--- config.mk ---
export PLATFORM = sky130hd
export DESIGN_NAME = estx_exec
export DESIGN_NICKNAME = d
export VERILOG_FILES = /design/src/estx_pkg.sv /design/src/estx_exec.sv
export SDC_FILE = /design/constraint.sdc
export NUM_CORES = 1
export LEC_CHECK = 0
export BUFFER_PORTS_ARGS = -buffer_cell sky130_fd_sc_hd__clkbuf_2
export CORE_MARGIN = 1
export CORE_UTILIZATION = 45
export CTS_CLUSTER_DIAMETER = 100
export CTS_CLUSTER_SIZE = 24
export DETAILED_ROUTE_END_ITERATION = 8
export PLACE_DENSITY = 0.76
export SYNTH_ARGS = -nofsm -noshare
export SYNTH_HDL_FRONTEND = slang
export SYNTH_SLANG_ARGS = --single-unit
--- constraint.sdc ---
create_clock -name ref_clk_in -period 1.5 [get_ports ref_clk_in]
set_input_delay 0.15 -clock ref_clk_in [delete_from_list [all_inputs] [get_ports ref_clk_in]]
set_output_delay 0.15 -clock ref_clk_in [all_outputs]
set_load 0.02 [all_outputs]
--- src/estx_pkg.sv ---
// package for the extended skip / table / xor execution block
// assumes a core with 8-bit data, 16-bit program words, 8-bit table pointers
package estx_pkg;

  // ----------------------------------------
  // widths and reset values
  // ----------------------------------------
  localparam int DW = 8;
  localparam int PW = 16;
  localparam int AW = 16;
  localparam logic [DW-1:0] ACC_RST  = 8'h00;
  localparam logic [DW-1:0] TABLE_READ_HIGH_BYTE_RST = 8'h00;
  localparam logic [DW-1:0] TABLE_POINTER_LOW_RST = 8'h00;
  // high byte of the last program page; a plain default, set per memory size
  localparam logic [7:0] LAST_PAGE = 8'hff;

  // ----------------------------------------
  // operation codes
  // ----------------------------------------
  typedef enum logic [3:0] {
    OP_NONE        = 4'h0,
    OP_SKIP_ZCOPY  = 4'h1,
    OP_SKIP_BIT    = 4'h2,
    OP_TAB_CUR     = 4'h3,
    OP_TAB_LAST    = 4'h4,
    OP_TAB_INC     = 4'h5,
    OP_TAB_INC_LST = 4'h6,
    OP_XOR_ACC     = 4'h7,
    OP_XOR_MEM     = 4'h8
  } estx_op_t;

  // ----------------------------------------
  // execution states
  // ----------------------------------------
  typedef enum logic [2:0] {
    ST_IDLE  = 3'b001,
    ST_TABRD = 3'b010,
    ST_DUMMY = 3'b100
  } estx_state_t;

endpackage

--- src/estx_exec.sv ---
// execution unit for byte/bit skips, table reads and xor operations
// assumes decode presents op, operand byte and bit index with op_valid_in
// for one cycle; program memory answers a read in the cycle its read strobe is high.
module estx_exec
  import estx_pkg::*;
(
  input  wire logic                    ref_clk_in,
  input  wire logic                    rst_in,
  input  wire logic                    op_valid_in,
  input  wire estx_pkg::estx_op_t      op_in,
  input  wire logic [estx_pkg::DW-1:0] mem_data_in,
  input  wire logic [2:0]              bit_sel_in,
  input  wire logic [7:0]              pc_page_in,
  input  wire logic [estx_pkg::DW-1:0] table_pointer_high_in,
  input  wire logic [estx_pkg::PW-1:0] prog_data_in,
  output logic [estx_pkg::DW-1:0]      accumulator_reg_out,
  output logic [estx_pkg::DW-1:0]      table_read_high_byte_out,
  output logic [estx_pkg::DW-1:0]      table_pointer_low_out,
  output logic                         zero_flag_out,
  output logic                         zero_flag_we_out,
  output logic [estx_pkg::DW-1:0]      mem_wdata_out,
  output logic                         mem_we_out,
  output logic [estx_pkg::AW-1:0]      prog_addr_out,
  output logic                         prog_rd_out,
  output logic                         fetch_kill_out,
  output logic                         busy_out
);
  import estx_pkg::*;

  // ----------------------------------------
  // state
  // ----------------------------------------
  estx_state_t   state_r;
  estx_state_t   state_nxt;
  logic [DW-1:0] xor_val;
  logic [DW-1:0] tpl_nxt;
  logic          take;
  logic          skip_now;
  logic          tab_now;

  // ----------------------------------------
  // helpers
  // ----------------------------------------
  function automatic logic is_zero(input logic [DW-1:0] v);
    return v == '0;
  endfunction

  // one decode shared by the sequencer, busy and the program access
  function automatic logic is_table_op(input estx_op_t op);
    return op inside {OP_TAB_CUR, OP_TAB_LAST, OP_TAB_INC, OP_TAB_INC_LST};
  endfunction

  // low byte only; the carry is dropped so the high pointer never moves
  function automatic logic [DW-1:0] bump_low(input logic [DW-1:0] v);
    return v + 8'h01;
  endfunction

  // an op is taken only while idle; one offered while busy is dropped
  assign take     = op_valid_in && (state_r == ST_IDLE);
  assign xor_val  = accumulator_reg_out ^ mem_data_in;
  assign tpl_nxt  = bump_low(table_pointer_low_out);
  assign tab_now  = take && is_table_op(op_in);
  assign skip_now = take &&
                    ((op_in == OP_SKIP_ZCOPY && is_zero(mem_data_in)) ||
                     (op_in == OP_SKIP_BIT && !mem_data_in[bit_sel_in]));

  // ----------------------------------------
  // sequencer
  // ----------------------------------------
  // a table read holds the pipeline one cycle for the program memory access
  always_comb begin
    state_nxt = state_r;
    unique case (state_r)
      ST_IDLE: begin
        if (skip_now) begin
          state_nxt = ST_DUMMY;
        end else if (tab_now) begin
          state_nxt = ST_TABRD;
        end
      end
      ST_TABRD: begin
        state_nxt = ST_IDLE;
      end
      ST_DUMMY: begin
        state_nxt = ST_IDLE;
      end
      default: begin
        state_nxt = ST_IDLE;
      end
    endcase
  end

  always_ff @(posedge ref_clk_in or posedge rst_in) begin
    if (rst_in) begin
      state_r <= ST_IDLE;
    end else begin
      state_r <= state_nxt;
    end
  end

  // the dummy slot: decode must swap the next fetched word for a no-op
  always_ff @(posedge ref_clk_in or posedge rst_in) begin
    if (rst_in) begin
      fetch_kill_out <= 1'b0;
    end else begin
      fetch_kill_out <= skip_now;
    end
  end

  always_ff @(posedge ref_clk_in or posedge rst_in) begin
    if (rst_in) begin
      busy_out <= 1'b0;
    end else begin
      busy_out <= skip_now || tab_now;
    end
  end

  // ----------------------------------------
  // table pointer and program access
  // ----------------------------------------
  always_ff @(posedge ref_clk_in or posedge rst_in) begin
    if (rst_in) begin
      table_pointer_low_out <= TABLE_POINTER_LOW_RST;
    end else begin
      if (take && (op_in == OP_TAB_INC || op_in == OP_TAB_INC_LST)) begin
        table_pointer_low_out <= tpl_nxt;
      end
    end
  end

  always_ff @(posedge ref_clk_in or posedge rst_in) begin
    if (rst_in) begin
      prog_rd_out <= 1'b0;
    end else begin
      prog_rd_out <= tab_now;
    end
  end

  // the pre-incremented reads use the new low byte in the same cycle
  always_ff @(posedge ref_clk_in or posedge rst_in) begin
    if (rst_in) begin
      prog_addr_out <= '0;
    end else begin
      if (take) begin
        unique case (op_in)
          OP_TAB_CUR: begin
            prog_addr_out <= {pc_page_in, table_pointer_low_out};
          end
          OP_TAB_LAST: begin
            prog_addr_out <= {LAST_PAGE, table_pointer_low_out};
          end
          OP_TAB_INC: begin
            prog_addr_out <= {table_pointer_high_in, tpl_nxt};
          end
          OP_TAB_INC_LST: begin
            prog_addr_out <= {LAST_PAGE, tpl_nxt};
          end
          default: begin
          end
        endcase
      end
    end
  end

  // ----------------------------------------
  // results
  // ----------------------------------------
  always_ff @(posedge ref_clk_in or posedge rst_in) begin
    if (rst_in) begin
      accumulator_reg_out <= ACC_RST;
    end else begin
      if (take && op_in == OP_SKIP_ZCOPY) begin
        // copied whether or not the skip is taken
        accumulator_reg_out <= mem_data_in;
      end else if (take && op_in == OP_XOR_ACC) begin
        accumulator_reg_out <= xor_val;
      end
    end
  end

  // program word is sampled at the end of the cycle the read strobe is high
  always_ff @(posedge ref_clk_in or posedge rst_in) begin
    if (rst_in) begin
      table_read_high_byte_out <= TABLE_READ_HIGH_BYTE_RST;
    end else begin
      if (state_r == ST_TABRD) begin
        table_read_high_byte_out <= prog_data_in[PW-1:DW];
      end
    end
  end

  // only the xor ops touch the zero flag; skips and table reads leave it
  always_ff @(posedge ref_clk_in or posedge rst_in) begin
    if (rst_in) begin
      zero_flag_out    <= 1'b0;
      zero_flag_we_out <= 1'b0;
    end else begin
      zero_flag_we_out <= 1'b0;
      if (take && (op_in == OP_XOR_ACC || op_in == OP_XOR_MEM)) begin
        zero_flag_out    <= is_zero(xor_val);
        zero_flag_we_out <= 1'b1;
      end
    end
  end

  // table low byte and xor-to-memory never collide: a table read is busy
  always_ff @(posedge ref_clk_in or posedge rst_in) begin
    if (rst_in) begin
      mem_wdata_out <= '0;
      mem_we_out    <= 1'b0;
    end else begin
      mem_we_out <= 1'b0;
      if (state_r == ST_TABRD) begin
        mem_wdata_out <= prog_data_in[DW-1:0];
        mem_we_out    <= 1'b1;
      end else if (take && op_in == OP_XOR_MEM) begin
        mem_wdata_out <= xor_val;
        mem_we_out    <= 1'b1;
      end
    end
  end

endmodule // estx_exec

**Word level (Yosys, flattened, before mapping)**

Cells that the tools add are included.

- Output and inout port bits: 54
- Word-level logic and storage cells: 60
- Register bits after elaboration: 57

- Eq/ne operators: 11
- Bitwise gates (word level): 1
- Muxes and demuxes: 13
- $add $sub $neg: 1
- Reductions and logical operators: 21
- Order comparisons: 1

Operators by type and width:

| cell | count |
|---|---|
| $pmux W16 S4 | 1 |
| $mux W8 | 4 |
| $eq A4 B3 Y1 const B | 4 |
| $logic_not A8 Y1 | 2 |
| $logic_and A1 B1 Y1 | 10 |
| $mux W3 | 3 |
| $add A8 B1 Y8 const B | 1 |
| $eq A4 B2 Y1 const B | 2 |
| $xor A8 B8 Y8 | 1 |
| $eq A4 B1 Y1 const B | 1 |
| $eq A4 B4 Y1 const B | 1 |
| $logic_or A1 B1 Y1 | 4 |
| $lt A3 B4 Y1 const B | 1 |
| $mux W1 | 4 |
| $reduce_bool A2 Y1 | 2 |
| $reduce_bool A4 Y1 | 1 |
| $bmux W1 S3 | 1 |
| $eq A3 B1 Y1 const B | 1 |
| $eq A3 B2 Y1 const B | 1 |
| $ne A3 B3 Y1 const B | 1 |
| $reduce_and A2 Y1 | 1 |
| $logic_not A1 Y1 | 1 |

**Longest topological paths before layout**

- Word-level depth: 8
- Mapped depth: 6

**Least setup slack after synthesis**

OpenSTA, ideal clock, no wires.

- Path kind: register to register
- Start point: reg state_r[0]
- End point: reg table_pointer_low_out[1] (netlist bit)
- Library setup time: 0.125 ns
- Required time: 1.375 ns
- Setup slack: -0.045 ns
- Arrival time: 1.421 ns
- Cell stages (with the launch flop): 4
- Cell sequence: dfstp_2 -> nand4bb_1 -> nor3_4 -> mux2_2

- Longest elaborated chain between the ends: 3

RTL lines:

| element | RTL line | RTL |
|---|---|---|
| start: declaration | estx_exec.sv:33 | `estx_state_t state_r;` |
| start signal: assignment | estx_exec.sv:97 | `state_r <= state_nxt;` |
| $eq A3 B1 Y1 | estx_exec.sv:59 | `assign take = op_valid_in && (state_r == ST_IDLE);` |
| $logic_and A1 B1 Y1 | estx_exec.sv:59 |  |
| $logic_and A1 B1 Y1 | estx_exec.sv:125 | `if (take && (op_in == OP_TAB_INC \|\| op_in == OP_TAB_INC_LST)) begin` |
| end signal: assignment | estx_exec.sv:126 | `table_pointer_low_out <= tpl_nxt;` |
| end: declaration | estx_exec.sv:18 | `output logic [estx_pkg::DW-1:0] table_pointer_low_out,` |

No other way between the ends.
A chain may end at the register's enable or synchronous reset.

**Final worst setup path**

- Start point: reg state_r[0]
- End point: reg accumulator_reg_out[7] (netlist bit)

- Longest elaborated chain between the ends: 4

RTL lines:

| element | RTL line | RTL |
|---|---|---|
| $eq A3 B1 Y1 * | estx_exec.sv:59 |  |
| $logic_and A1 B1 Y1 * | estx_exec.sv:59 |  |
| $logic_and A1 B1 Y1 (on tied branches) | estx_exec.sv:172, estx_exec.sv:175 |  |
| $mux W8 or $reduce_bool A2 Y1 (tied branches) | n/a |  |
| end signal: assignment | estx_exec.sv:174 | `accumulator_reg_out <= mem_data_in;` |
| end signal: assignment | estx_exec.sv:176 | `accumulator_reg_out <= xor_val;` |
| end: declaration | estx_exec.sv:16 | `output logic [estx_pkg::DW-1:0] accumulator_reg_out,` |

Every way passes the cells marked *; elsewhere a longest branch is shown, timed or not.

==> flow_metrics.tcl <==
set metrics [dict create \
    drv_slew 0 \
    antenna_cells 0 \
    worstMarginPinSlew_ns 0.5021 \
    grt-ovfl-total 0 \
    power_density_mw_per_mm2 1410 \
    drive_gt1_frac 0.4286 \
    max_cap_viol_count 0 \
    drt_wl_total_um 6292 \
    syn_area_per_cell_um2 11.14 \
    grt_max_degree 24 \
    finalCriticalPeriod_ns 1.557 \
    area_delta_synth_final_pct 32.86 \
    htreeDepth 3 \
    holdPathStages 2 \
    outcome "finished with violations" \
    maxSlewHeadroom 0.6645 \
    r2r_cells 5 \
    routed_via_density 5.091 \
    synthesis.nets 306 \
    max_clock_freq_mhz 642.5 \
    route.vias.total 2306 \
    nets 427 \
    cts_buffers 9 \
    switchingPower_mw 2.011 \
    clkTransAtPathRegs_ns 0.06 \
    power.share.combinational 0.364 \
    syn-cell-area_mm2 0.002840 \
    period_share 1.038 \
    synthAdderAreaFrac 0.004405 \
    synth_edf_count 0 \
    io_buffers 103 \
    clkPwrFrac 0.213 \
    post-route-drc-count 0 \
    pin_count 104 \
    worstPathRequired_ns 1.70 \
    drtPass1Iterations 4 \
    final.setup.tns_ns -0.3946 \
    yosysMostFrequentCell "dfrtp_1" \
    grt_pass1_wl_um 10340 \
    hold_violations 0 \
    synth_top_cell_by_area "dfrtp_1" \
    ys_seq_elements 57 \
    endpoint_kind "register" \
    antenna_found_initial 0 \
    rsz0062_at_grt "true" \
    die_x_um 81.45 \
    die_height_um 81.45 \
    violations "setup timing" \
    synthTopCellsByCount "56 x dfrtp_1, 47 x nand2_1, 19 x xor2_1" \
    worstPathArrival_ns 1.76 \
    worstHoldPathType "in -> reg" \
    yosys.area_share.simple 0.1749 \
    muxShareOfSynthArea 0.09295 \
    cts_sinks 57 \
    clock_latency_ns 0.32 \
    setup_violations 9 \
    synth_area_leaders "dfrtp_1 49%, nand2_1 6.2%, xor2_1 5.9%" \
    rows 28 \
    syn_inst 255 \
    clockBufferDepth 2 \
    stdcell_count 453 \
    yosys.area.top_type_share 0.4934 \
    initial_core_util 0.4741 \
    async_reset_ff_frac 1.000 \
    synth_seq_area_share 0.5026 \
    fin_skew_ns 0.009167 \
    routedWlPerCell_um 13.89 \
    leakage_nw 1.840 \
    track_usage 0.2099 \
    dp.cells 438 \
    synth_top_family_by_area "simple AND/OR/NAND/NOR gates" \
    dieArea_mm2 0.006633 \
    internal_power_mw 3.310 \
    ir_drop_uv 847.1 \
    critPathKind "reg -> reg" \
    crit_path_max_fanout 8 \
    cts_tree "built" \
    core_mm2 0.005991 \
    crit_path_start_kind "register" \
    yosysWarnings 0 \
    ys_types 44 \
    dr.first_iter.drc_count 58 \
    gp_congestion 0.8350 \
    postRouteAntennaNets 0 \
    dp_hpwl_um 4875 \
    cts-root-buf "clkbuf_8" \
    swShare 0.3780 \
    grt_pass1_vias 2245 \
    p_seq_frac 0.423 \
    fin_ws_ns -0.05653 \
    synth-compound-area-share 0.08326 \
    synth_xor_area_frac 0.1053 \
    ys.flop_type "dfrtp_1" \
]
## timing repair
action / CTS / global route
buffers inserted: 1 / 0
hold endpoints to repair: 19 / 0
resized for setup: 1 / 9
pin swaps: 2 / 2
hold buffers: 1 / 0
endpoints found under the setup margin: 13 / 32
## metal layers
metal,track usage,routed length [um],up-vias,share of wire
met2,0.3350,3036,84,0.48
met5,0,0,-,0
li1,-,-,1136,-
met1,0.2723,2833,1082,0.45
met3,0.04778,382,4,0.061
met4,0.09107,40,0,0.0064
## power by group through the flow
stage          registers (mW)  logic (mW)  clock network [mW]
6_report                 2.25        1.93                1.13
5_1_grt                  2.31        2.11                1.24
4_1_cts                  2.25        1.94                1.17
3_5_place_dp             2.27        1.93                   0
3_3_place_gp             2.26        1.88                   0
2_1_floorplan            2.75       0.694                   0
## layout make-up
| cell class | instances | area [um^2] |
|---|---|---|
| fill | 513 | 2217 |
| sequential | 57 | 1428 |
| multi-input combinational | 180 | 1365 |
| timing repair buffer | 121 | 706.9 |
| clock buffer | 12 | 145.1 |
| tap | 75 | 93.84 |
| inverter | 7 | 30.03 |
| clock inverter | 1 | 5.005 |
## final timing paths
kind | from | to | slack (ns)
worst max-delay path | state_r[0]$_DFFE_PP1P_ | accumulator_reg_out[7]$_DFFE_PP0P_ | -0.06
worst min-delay path | prog_data_in[10] | table_read_high_byte_out[2]$_DFFE_PP0P_ | 0.06
worst max register to register | state_r[0]$_DFFE_PP1P_ | accumulator_reg_out[7]$_DFFE_PP0P_ | -0.06
worst min register to register | prog_addr_out[0]$_DFFE_PP0P_ | prog_addr_out[0]$_DFFE_PP0P_ | 0.48
max in group asynchronous | rst_in | table_pointer_low_out[2]$_DFFE_PP0P_ | 0.61
min in group asynchronous | rst_in | mem_wdata_out[1]$_DFFE_PP0P_ | 0.41
## state kept, by name (all words and copies together), names as in the netlist
| name | flops |
|---|---|
| prog_rd_out | 1 |
| table_read_high_byte_out | 8 |
| mem_wdata_out | 8 |
| zero_flag_we_out | 1 |
| zero_flag_out | 1 |
| state_r | 3 |
| busy_out | 1 |
| accumulator_reg_out | 8 |
| table_pointer_low_out | 8 |
| prog_addr_out | 16 |
| mem_we_out | 1 |
| fetch_kill_out | 1 |
## kinds of logic (layout without fill, tap and decap cells)
logic type / after synthesis / count (layout)
adders and majority gates: 1 / 1
buffers and inverters: 18 / 141
muxes: 24 / 24
xor gates and xnor gates: 32 / 32
and+or+nand+nor: 86 / 86
DFF: 57 / 57
AOI/OAI and AO/OA: 37 / 37
## worst max-delay path, stage by stage, from the launching register on
cell	delay, ns
dfstp_2	0.57
and4bb_4	0.28
and4_1	0.21
buf_6	0.14
nand2_1	0.07
xor2_1	0.16
## metrics by stage
stage	setup slack, ns	utilization	power, mW	hold WS, ns	instance area [um^2]
floorplan	-0.01037	-	3.439	0.2365	2860
global placement	-0.02016	0.5946	4.136	0.1961	3562
detailed placement	-0.07447	0.5946	4.197	0.2009	3562
CTS	-0.05200	0.6232	5.360	0.04648	3734
global route	-0.1185	0.6299	5.666	0.05087	3774
finish	-0.05653	0.6299	5.321	0.06198	3774
## cells in the final DEF, fill, tap and decap left out, types with 3 or more instances in the layout
cell type	count
o21ai_0	16
mux2_2	9
clkbuf_2	103
clkbuf_8	10
xor2_1	19
buf_12	4
dfrtp_1	56
buf_4	12
o21ai_1	5
xnor2_1	12
o22ai_1	6
nand4_1	4
nand2_2	3
inv_1	6
nor4_1	5
nor2_1	7
nor4_4	3
nand2_1	44
mux2i_1	14
(Power assumes the default switching activity.)
